`src/rtl/bchft_map.vh`:
```
// register offsets, field positions and reset values for the b-channel fifo transfer block
`ifndef BCHFT_MAP_VH
`define BCHFT_MAP_VH
`define BCHFT_OFF_EVENT     6'h20
`define BCHFT_OFF_STATUS    6'h21
`define BCHFT_OFF_COMMAND   6'h21
`define BCHFT_OFF_RXCNT_LO  6'h25
`define BCHFT_OFF_TXCNT_LO  6'h2A
`define BCHFT_OFF_RXCNT_HI  6'h2D
`define BCHFT_OFF_TXCNT_HI  6'h2D
`define BCHFT_EV_RME        7
`define BCHFT_EV_RPF        6
`define BCHFT_EV_XPR        4
`define BCHFT_CMD_RMC       7
`define BCHFT_CMD_XTF       3
`define BCHFT_CMD_XIF       2
`define BCHFT_CMD_XME       1
`define BCHFT_CMD_XRES      0
`define BCHFT_HI_DMA        7
`define BCHFT_HI_OV         4
`define BCHFT_ST_XFW        6
`define BCHFT_ST_RFR        4
`define BCHFT_EVENT_RST     8'h00
`define BCHFT_TXCNT_RST     12'h000
`define BCHFT_FULL_BLOCK    7'h40
`endif

```
`src/rtl/bchft_fifo_xfer.v`:
```
// b-channel hdlc receive/transmit fifo host transfer logic
`timescale 1ns/1ps
`default_nettype none
`include "bchft_map.vh"
module bchft_fifo_xfer #(
  parameter DEPTH = 64,
  parameter AW    = 6
) (
  input  wire       clock_i,
  input  wire       rstn_i,
  input  wire [7:0] addr_i,
  input  wire       cs_n_i,
  input  wire       rd_n_i,
  input  wire       wr_n_i,
  input  wire [7:0] data_i,
  output reg  [7:0] data_o,
  output wire       data_oe_n_o,
  output wire       rx_dma_request_o,
  output wire       tx_dma_request_o,
  input  wire [7:0] rx_byte_i,
  input  wire       rx_last_i,
  input  wire       rx_valid_i,
  output wire       rx_ready_o,
  output wire [7:0] tx_byte_o,
  output wire       tx_valid_o,
  input  wire       tx_ready_i,
  output reg        tx_send_o
);
  // window decode: 00-1F aliased at 40-5F
  function is_fifo;
    input [7:0] a;
    begin
      is_fifo = ~a[7] & ~a[5];
    end
  endfunction
  function reg_hit;
    input [7:0] a;
    input [5:0] off;
    begin
      reg_hit = ~a[7] & (a[5:0] == off);
    end
  endfunction
  // burst size for a short or last block
  function [6:0] round_up;
    input [6:0] n;
    begin
      if (n <= 7'd3)
        round_up = 7'd4;
      else if (n <= 7'd7)
        round_up = 7'd8;
      else if (n <= 7'd15)
        round_up = 7'd16;
      else if (n <= 7'd31)
        round_up = 7'd32;
      else
        round_up = 7'd64;
    end
  endfunction

  // host strobe tracking
  wire       rd_act = ~cs_n_i & ~rd_n_i;
  wire       wr_act = ~cs_n_i & ~wr_n_i;
  reg        rd_q;
  reg        wr_q;
  reg  [7:0] addr_q;
  reg  [7:0] wdat_q;
  wire       rd_end = rd_q & ~rd_act;
  wire       wr_end = wr_q & ~wr_act;
  always @(posedge clock_i or negedge rstn_i)
  begin
    if (!rstn_i)
    begin
      rd_q   <= 1'b0;
      wr_q   <= 1'b0;
      addr_q <= 8'h00;
      wdat_q <= 8'h00;
    end
    else
    begin
      rd_q <= rd_act;
      wr_q <= wr_act;
      if (rd_act | wr_act)
        addr_q <= addr_i;
      if (wr_act)
        wdat_q <= data_i;
    end
  end
  // any window address hits the fifo
  wire rx_pop_host = rd_end & is_fifo(addr_q);
  wire tx_push     = wr_end & is_fifo(addr_q);
  wire cmd_wr      = wr_end & reg_hit(addr_q, `BCHFT_OFF_COMMAND);
  wire rx_release_cmd         = cmd_wr & wdat_q[`BCHFT_CMD_RMC];
  wire xres        = cmd_wr & wdat_q[`BCHFT_CMD_XRES];
  wire xgo         = cmd_wr & (wdat_q[`BCHFT_CMD_XTF] | wdat_q[`BCHFT_CMD_XIF]);

  // software registers
  reg        dma_mode;
  reg [11:0] tx_len;
  always @(posedge clock_i or negedge rstn_i)
  begin
    if (!rstn_i)
    begin
      dma_mode <= 1'b0;
      tx_len   <= `BCHFT_TXCNT_RST;
    end
    else if (wr_end & reg_hit(addr_q, `BCHFT_OFF_TXCNT_LO))
      tx_len[7:0] <= wdat_q;
    else if (wr_end & reg_hit(addr_q, `BCHFT_OFF_TXCNT_HI))
    begin
      // mode bit in transmit count high
      dma_mode     <= wdat_q[`BCHFT_HI_DMA];
      tx_len[11:8] <= wdat_q[3:0];
    end
  end

  // two-entry buffer ahead of the receive fifo
  reg  [8:0] sk_mem [0:1];
  reg        sk_wp;
  reg        sk_rp;
  reg  [1:0] sk_cnt;
  wire       sk_valid = (sk_cnt != 2'd0);
  wire [8:0] sk_head  = sk_mem[sk_rp];
  assign rx_ready_o = (sk_cnt != 2'd2);
  wire       sk_in  = rx_valid_i & rx_ready_o;
  wire       rx_acc;
  always @(posedge clock_i or negedge rstn_i)
  begin
    if (!rstn_i)
    begin
      sk_wp     <= 1'b0;
      sk_rp     <= 1'b0;
      sk_cnt    <= 2'd0;
      sk_mem[0] <= 9'h000;
      sk_mem[1] <= 9'h000;
    end
    else
    begin
      if (sk_in)
      begin
        sk_mem[sk_wp] <= {rx_last_i, rx_byte_i};
        sk_wp         <= ~sk_wp;
      end
      if (rx_acc)
        sk_rp <= ~sk_rp;
      sk_cnt <= sk_cnt + {1'b0, sk_in} - {1'b0, rx_acc};
    end
  end

  // receive fifo and block bookkeeping
  reg  [7:0]    rx_mem [0:DEPTH-1];
  reg  [AW:0]   rx_wp;
  reg  [AW:0]   rx_rp;
  reg  [6:0]    seg_cnt;
  reg           seg_end;
  reg           blk_open;
  reg           blk_last;
  reg  [6:0]    blk_len;
  reg  [6:0]    blk_done;
  reg  [AW:0]   blk_endp;
  reg  [11:0]   frm_cnt;
  reg  [11:0]   rbc;
  reg           rbc_ov;
  wire [AW:0]   rx_cnt   = rx_wp - rx_rp;
  // 64 bytes of storage behind the window
  assign rx_acc = sk_valid & (rx_cnt < DEPTH) & ~seg_end;
  wire          open_now = ~blk_open & (seg_end | (seg_cnt == `BCHFT_FULL_BLOCK));
  wire [6:0]    open_len = seg_end ? seg_cnt : `BCHFT_FULL_BLOCK;
  wire [6:0]    burst    = blk_last ? round_up(blk_len) : `BCHFT_FULL_BLOCK;
  wire          burst_ok = dma_mode & blk_open & (blk_done == burst);
  wire          dma_rel  = burst_ok & ~blk_last;
  wire          blk_free = dma_rel | (rx_release_cmd & blk_open);
  // pool full only outside dma mode
  wire          ev_rpf   = open_now & ~seg_end & ~dma_mode;
  // dma message end after last read
  wire          ev_rme   = (open_now & seg_end & ~dma_mode) |
                           (dma_mode & blk_open & blk_last & rx_pop_host &
                            (blk_done == burst - 7'd1));
  always @(posedge clock_i or negedge rstn_i)
  begin
    if (!rstn_i)
    begin
      rx_wp    <= {(AW+1){1'b0}};
      rx_rp    <= {(AW+1){1'b0}};
      seg_cnt  <= 7'd0;
      seg_end  <= 1'b0;
      blk_open <= 1'b0;
      blk_last <= 1'b0;
      blk_len  <= 7'd0;
      blk_done <= 7'd0;
      blk_endp <= {(AW+1){1'b0}};
      frm_cnt  <= 12'h000;
      rbc      <= 12'h000;
      rbc_ov   <= 1'b0;
    end
    else
    begin
      if (rx_acc)
      begin
        rx_mem[rx_wp[AW-1:0]] <= sk_head[7:0];
        rx_wp                 <= rx_wp + 1'b1;
        frm_cnt               <= sk_head[8] ? 12'h000 : frm_cnt + 12'h001;
        if (sk_head[8])
        begin
          rbc    <= frm_cnt + 12'h001;
          rbc_ov <= (frm_cnt == 12'hFFF);
        end
        seg_end <= sk_head[8];
      end
      seg_cnt <= seg_cnt + {6'd0, rx_acc} - (open_now ? open_len : 7'd0);
      if (open_now)
      begin
        // last flag set when block holds whole message or its last part
        blk_open <= 1'b1;
        blk_last <= seg_end;
        blk_len  <= open_len;
        blk_done <= 7'd0;
        blk_endp <= rx_rp + open_len;
        seg_end  <= 1'b0;
      end
      else if (blk_free)
      begin
        // last dma block waits for release command
        blk_open <= 1'b0;
        rx_rp    <= blk_endp;
      end
      else if (rx_pop_host & blk_open)
      begin
        if (blk_done != 7'h7F)
          blk_done <= blk_done + 7'd1;
        if (rx_rp != blk_endp)
          rx_rp <= rx_rp + 1'b1;
      end
    end
  end
  // request held over the full block
  // full block drops when chip select falls for read 64, short at last read start
  // re-request while chip select high and reads missing
  // pending read end counted, so no blip after the last read
  wire [7:0] rd_seen  = {1'b0, blk_done} + {7'd0, rx_pop_host};
  wire [7:0] burst_m1 = {1'b0, burst} - 8'd1;
  wire rq_full  = (rd_seen < 8'd63) | ((rd_seen < 8'd64) & cs_n_i);
  wire rq_short = (rd_seen < burst_m1) | ((rd_seen == burst_m1) & ~rd_act);
  assign rx_dma_request_o = dma_mode & blk_open & (blk_last ? rq_short : rq_full);

  // transmit fifo and dma block sequencing
  reg  [7:0]  tx_mem [0:DEPTH-1];
  reg  [AW:0] tx_wp;
  reg  [AW:0] tx_rp;
  reg  [12:0] tx_rem;
  reg         tx_bact;
  reg  [6:0]  tx_blk;
  reg  [6:0]  tx_done;
  reg         tx_was;
  wire [AW:0] tx_cnt   = tx_wp - tx_rp;
  wire        tx_pop   = tx_valid_o & tx_ready_i;
  wire [6:0]  next_blk = (tx_rem > 13'd64) ? `BCHFT_FULL_BLOCK : tx_rem[6:0];
  wire        tx_start = dma_mode & ~tx_bact & (tx_rem != 13'd0) &
                         ((DEPTH - tx_cnt) >= next_blk);
  assign tx_valid_o = (tx_cnt != {(AW+1){1'b0}});
  assign tx_byte_o  = tx_mem[tx_rp[AW-1:0]];
  wire ev_xpr = xres | (~dma_mode & tx_was & ~tx_valid_o);
  always @(posedge clock_i or negedge rstn_i)
  begin
    if (!rstn_i)
    begin
      tx_wp     <= {(AW+1){1'b0}};
      tx_rp     <= {(AW+1){1'b0}};
      tx_rem    <= 13'd0;
      tx_bact   <= 1'b0;
      tx_blk    <= 7'd0;
      tx_done   <= 7'd0;
      tx_was    <= 1'b0;
      tx_send_o <= 1'b0;
    end
    else
    begin
      tx_was    <= tx_valid_o;
      tx_send_o <= xgo | (cmd_wr & wdat_q[`BCHFT_CMD_XME]);
      if (xres)
      begin
        tx_rp   <= tx_wp;
        tx_rem  <= 13'd0;
        tx_bact <= 1'b0;
      end
      else
      begin
        // host fills up to 64 bytes, excess dropped
        if (tx_push & (tx_cnt < DEPTH))
        begin
          tx_mem[tx_wp[AW-1:0]] <= wdat_q;
          tx_wp                 <= tx_wp + 1'b1;
        end
        if (tx_pop)
          tx_rp <= tx_rp + 1'b1;
        if (xgo & dma_mode)
        begin
          // programmed count plus one bytes requested
          tx_rem <= {1'b0, tx_len} + 13'd1;
        end
        else if (tx_start)
        begin
          tx_bact <= 1'b1;
          tx_blk  <= next_blk;
          tx_done <= 7'd0;
        end
        else if (tx_bact & (tx_done == tx_blk))
        begin
          tx_bact <= 1'b0;
          tx_rem  <= tx_rem - {6'd0, tx_blk};
        end
        else if (tx_bact & tx_push)
          tx_done <= tx_done + 7'd1;
      end
    end
  end
  // re-request at chip select high if last write missing
  wire [7:0] tx_seen = {1'b0, tx_done} + {7'd0, tx_push};
  assign tx_dma_request_o = tx_bact & (tx_seen < {1'b0, tx_blk}) &
                            ((tx_seen < {1'b0, tx_blk} - 8'd1) | cs_n_i);

  // event register, cleared by its read, set wins
  reg [7:0] ev_stat;
  wire      ev_clr = rd_end & reg_hit(addr_q, `BCHFT_OFF_EVENT);
  always @(posedge clock_i or negedge rstn_i)
  begin
    if (!rstn_i)
      ev_stat <= `BCHFT_EVENT_RST;
    else
    begin
      ev_stat <= ev_clr ? 8'h00 : ev_stat;
      if (ev_rme)
        ev_stat[`BCHFT_EV_RME] <= 1'b1;
      if (ev_rpf)
        ev_stat[`BCHFT_EV_RPF] <= 1'b1;
      if (ev_xpr)
        ev_stat[`BCHFT_EV_XPR] <= 1'b1;
    end
  end

  // read data mux
  reg [7:0] next_data;
  always @*
  begin
    next_data = 8'h00;
    if (is_fifo(addr_i))
      next_data = rx_mem[rx_rp[AW-1:0]];
    else if (reg_hit(addr_i, `BCHFT_OFF_EVENT))
      next_data = ev_stat;
    else if (reg_hit(addr_i, `BCHFT_OFF_STATUS))
    begin
      next_data[`BCHFT_ST_XFW] = (tx_cnt < DEPTH);
      next_data[`BCHFT_ST_RFR] = blk_open;
    end
    else if (reg_hit(addr_i, `BCHFT_OFF_RXCNT_LO))
      next_data = rbc[7:0];
    else if (reg_hit(addr_i, `BCHFT_OFF_RXCNT_HI))
      next_data = {dma_mode, 2'b00, rbc_ov, rbc[11:8]};
  end
  always @(posedge clock_i or negedge rstn_i)
  begin
    if (!rstn_i)
      data_o <= 8'h00;
    else if (rd_act)
      data_o <= next_data;
  end
  assign data_oe_n_o = ~rd_q;
endmodule // bchft_fifo_xfer
`default_nettype wire

```
`config.mk`:
```
export PLATFORM = sky130hd
export DESIGN_NAME = bchft_fifo_xfer
export DESIGN_NICKNAME = d
export VERILOG_FILES = /design/src/rtl/bchft_fifo_xfer.v
export VERILOG_INCLUDE_DIRS = /design/src /design/src/rtl
export SDC_FILE = /design/constraint.sdc
export NUM_CORES = 2
export LEC_CHECK = 0
export BUFFER_PORTS_ARGS = -buffer_cell sky130_fd_sc_hd__buf_2
export CORE_ASPECT_RATIO = 1.25
export CORE_MARGIN = 2
export CORE_UTILIZATION = 57
export CTS_BUF_LIST = sky130_fd_sc_hd__clkbuf_8 sky130_fd_sc_hd__clkbuf_16
export DETAILED_ROUTE_END_ITERATION = 6
export PLACE_DENSITY_LB_ADDON = 0.25
export SYNTH_ARGS = -nofsm -noshare
export SYNTH_HDL_FRONTEND = slang
export SYNTH_SLANG_ARGS = --single-unit
```
`constraint.sdc`:
```
create_clock -name clock_i -period 4.5 [get_ports clock_i]
set_input_delay 0.45 -clock clock_i [delete_from_list [all_inputs] [get_ports clock_i]]
set_output_delay 0.45 -clock clock_i [all_outputs]
set_load 0.05 [all_outputs]
```
==> run_results.csv <==
group,metric,value,unit
placed_design,placed_cells,4082,
setup_path,end_kind,"output port",
placed_design,detailed_place.area,53000,um^2
yosys,synth_fp_nets,2936,
sta,timing.final.crit_share,0.971,
drt,wl_met3,7.01,mm
setup_path,cp_max_stage_delay,710,ps
placed_design,detailedPlace.worstSlack,275,ps
setup_path,worstPathBufferInverterCount,3,
sta,final_count_of_hold_timing_violations,0,
yosys,netlist-cell-type-count,81,
clock_tree,cts_tree,"done",
finish,drive_above_1_share,0.259,
floorplanning,fp.dieW,270,um
setup_path,crit_path_top_delay_cell,"sky130_fd_sc_hd__buf_4",
yosys,synth_common_cells,"1,024 x sky130_fd_sc_hd__edfxtp_1, 312 x sky130_fd_sc_hd__mux4_2, 177 x sky130_fd_sc_hd__nor2_1, 175 x sky130_fd_sc_hd__dfrtp_1, 108 x sky130_fd_sc_hd__nand2_1",
drt,met2_wirelength,62.4,mm
clock_tree,cts-buffers-inserted,112,
clock_tree,cts.path.max_buffers,3,
clock_tree,ctsHtreeMaxLevel,3,
finish,instances_no_fill,4310,
drt,wl_met1,43.2,mm
finish,post-route-cell-area,56800,um^2
clock_tree,ctsRootBufferMaster,"sky130_fd_sc_hd__clkbuf_16",
sta,fmax,229,MHz
global_routing,gr-usage-all-layers,0.261,
global_routing,first_pass_grt_wire_length,177,mm
yosys,synth-warning-count,0,
flow_run,timing.max_cap.violations,0,
yosys,average_size_of_a_mapped_cell,17.9,um^2
drt,avgRoutedWirePerCell,27.1,um
yosys,netlist.top_cell.by_area,"sky130_fd_sc_hd__edfxtp_1",
yosys,netlist_area,50400,um^2
min_path,min_path_type,"in -> reg",
floorplanning,design.portCount,54,
min_path,holdPathEnd,"sk_mem[4]$_DFFE_PN0P_",
setup_path,critical-path-top-delay-family,"multiplexers",
global_routing,gr-total-overflow,0,
sta,worst_pin_slew,1220,ps
global_routing,maximum_number_of_pins_on_one_net_before_global_route_repair,133,
drt,detailedRoute.firstPassIterationCount,5,
drt,vias_per_cell,6.29,
setup_path,r2r_slack,440,ps
placed_design,dp_hpwl,75.5,mm
power_and_ir_drop,design_power_total,34.7,mW
placed_design,port_buffers,52,
power_and_ir_drop,vdd.ir_drop.worst,681,uV
drt,vias,27100,
yosys,synth.area.top_cells,"sky130_fd_sc_hd__edfxtp_1 61%, sky130_fd_sc_hd__mux4_2 14%, sky130_fd_sc_hd__dfrtp_1 8.7%, sky130_fd_sc_hd__ha_1 2.0%, sky130_fd_sc_hd__xnor2_1 1.4%",
setup_path,timing.critical_path.from_type,"flop",
yosys,number_of_flops_mapped_to_enable_cells_by_yosys,1024,
sta,total_count_of_max_transition_violations_in_the_final_report,0,
drt,route.antenna.remaining_nets,0,
clock_tree,clk_pin_slew,60,ps
sta,layout_min_cycle_time,4370,ps
sta,skew,24.5,ps
setup_path,rr_worst_depth,17,
min_path,hp-start,"rx_byte_i[4]",
setup_path,crit_path_cell_trace,"buf_4 > buf_4 > mux4_2 > mux4_2 > mux4_2 > buf_2",
yosys,synthCells,2820,
floorplanning,die-height,337,um
clock_tree,tritoncts_num_sinks,1199,
sta,finalSetupViolations,0,
finish,syn2layout_area_growth,12.7,%
yosys,synthFlopType,"sky130_fd_sc_hd__edfxtp_1",
yosys,yosysMostFrequentCell,"sky130_fd_sc_hd__edfxtp_1",
yosys,synth_top_area_share,0.610,
yosys,synth.ff_latch_count,1199,
setup_path,critical_path_class,"reg -> out",
global_routing,grt_pass1_vias,28100,
placed_design,gp_routability_congestion,0.877,
clock_tree,clkLatencyLatePin,690,ps
global_routing,antenna_violations_before_repair,6,
setup_path,cpMostUsedCell,"sky130_fd_sc_hd__mux4_2",
power_and_ir_drop,total_leakage_power,19.5,nW
drt,detail_route.iter0.violations,2496,
drt,postRouteWirelength,117,mm
floorplanning,floorplan.die_area,90900,um^2
floorplanning,design.core.area,87400,um^2
yosys,yosysSeqAreaShare,0.697,
sta,hold_slack,64.1,ps
setup_path,worstPathArrival,3920,ps
floorplanning,std_cell_rows,121,
yosys,fraction_of_synthesis_flops_using_an_asynchronous_set_or_reset_pin,0.146,
setup_path,crit_path_max_fanout,55,
sta,timing.setup.tns,0,ps
floorplanning,starting_density_of_the_core,0.577,
sta,slew-limit-headroom,0.183,
setup_path,rr_endpoint,"tx_blk[0]$_DFFE_PN0P_",
finish,final_util,0.651,
setup_path,reg2reg_from,"tx_rp[0]$_DFFE_PN0P_",
sta,rsz0062_at_grt,"false",
finish,nets,3158,
setup_path,timing.critical_path.required,4050,ps
drt,post-route-drc-count,0,
min_path,min_path_cells,2,
clock_tree,postCtsSetupRepairBufs,0,
outcome,status,"finished clean",
power_and_ir_drop,power_density,610,nW/um^2
drt,top_routing_layer_in_use,"met5",
sta,setup_slack,129,ps
final cells by class:
type	instances	area, um^2
Clock inverter	91	734
Antenna cell	3	7.51
Sequential cell	1199	35200
Timing Repair Buffer	251	1850
Inverter	66	248
Fill cell	5866	30500
Tap cell	1168	1460
Clock buffer	120	2920
Multi-Input combinational cell	1412	14500
worst max path at each step:
stage | from | endpoint | slack [ps] | cells after the start
global placement | tx_rp[0]$_DFFE_PN0P_ | tx_blk[0]$_DFFE_PN0P_ | 190 | 17
CTS | blk_last$_DFFE_PN0P_ | rx_dma_request_o | 40 | 14
detailed placement | tx_rp[0]$_DFFE_PN0P_ | tx_blk[0]$_DFFE_PN0P_ | 270 | 17
finish | tx_rp[1]$_DFFE_PN0P_ | tx_byte_o[3] | 130 | 6
floorplan | tx_rp[1]$_DFFE_PN0P_ | tx_bact$_DFFE_PN0P_ | 90 | 21
global route | blk_last$_DFFE_PN0P_ | rx_dma_request_o | 0.6 | 14
registers in the layout, indices dropped and copies added, names as in the netlist, 8 cells and up:
name	flops
frm_cnt	12
rbc	12
tx_mem	512
rx_mem	512
wdat_q	8
sk_mem	18
tx_len	12
tx_rem	13
data_o	8
per-layer routing:
| metal | GRT usage | vias up |
|---|---|---|
| met1 | 0.322 | 14100 |
| met3 | 0.0402 | 224 |
| met4 | 0.0995 | 4 |
| met5 | 0 | - |
| li1 | - | 11800 |
| met2 | 0.468 | 990 |
what timing repair did:
action / 4_1_cts / 5_1_grt
hold buffers: 14 / 0
resized for setup: 3 / 5
hold endpoints to repair: 48 / 0
pin swaps: 0 / 1
setup endpoints to repair: 9 / 6
cell families (layout without fill, tap and decap cells):
group	Yosys count	in the layout	share of synthesized area
other	1	4	0.0000744
xor gates and xnor gates	114	114	0.0198
buffers and inverters	209	528	0.0171
and+or+nand+nor	549	549	0.0537
muxes	401	401	0.159
DFF	1199	1199	0.697
adders and majority gates	84	84	0.0214
AOI/OAI and AO/OA	263	263	0.0326
where the power goes:
group	total, mW	switching, mW	leakage (nW)	internal [mW]
clock network	9.32	4.05	1.86	5.26
logic	11.2	6.74	6.23	4.51
registers	14.1	0.433	11.4	13.7
total	34.7	11.2	19.5	23.4
cells in the final DEF, fill, tap and decap left out, types with 57 or more instances in the layout:
cell	count
sky130_fd_sc_hd__mux2_2	57
sky130_fd_sc_hd__xnor2_1	81
sky130_fd_sc_hd__inv_1	79
sky130_fd_sc_hd__dfrtp_1	162
sky130_fd_sc_hd__edfxtp_1	1024
sky130_fd_sc_hd__nor4_1	76
sky130_fd_sc_hd__clkbuf_16	113
sky130_fd_sc_hd__nor2_1	176
sky130_fd_sc_hd__buf_4	181
sky130_fd_sc_hd__ha_1	79
sky130_fd_sc_hd__mux4_2	312
sky130_fd_sc_hd__nand2_1	108
Note: power is estimated with default switching activity, not from simulation.
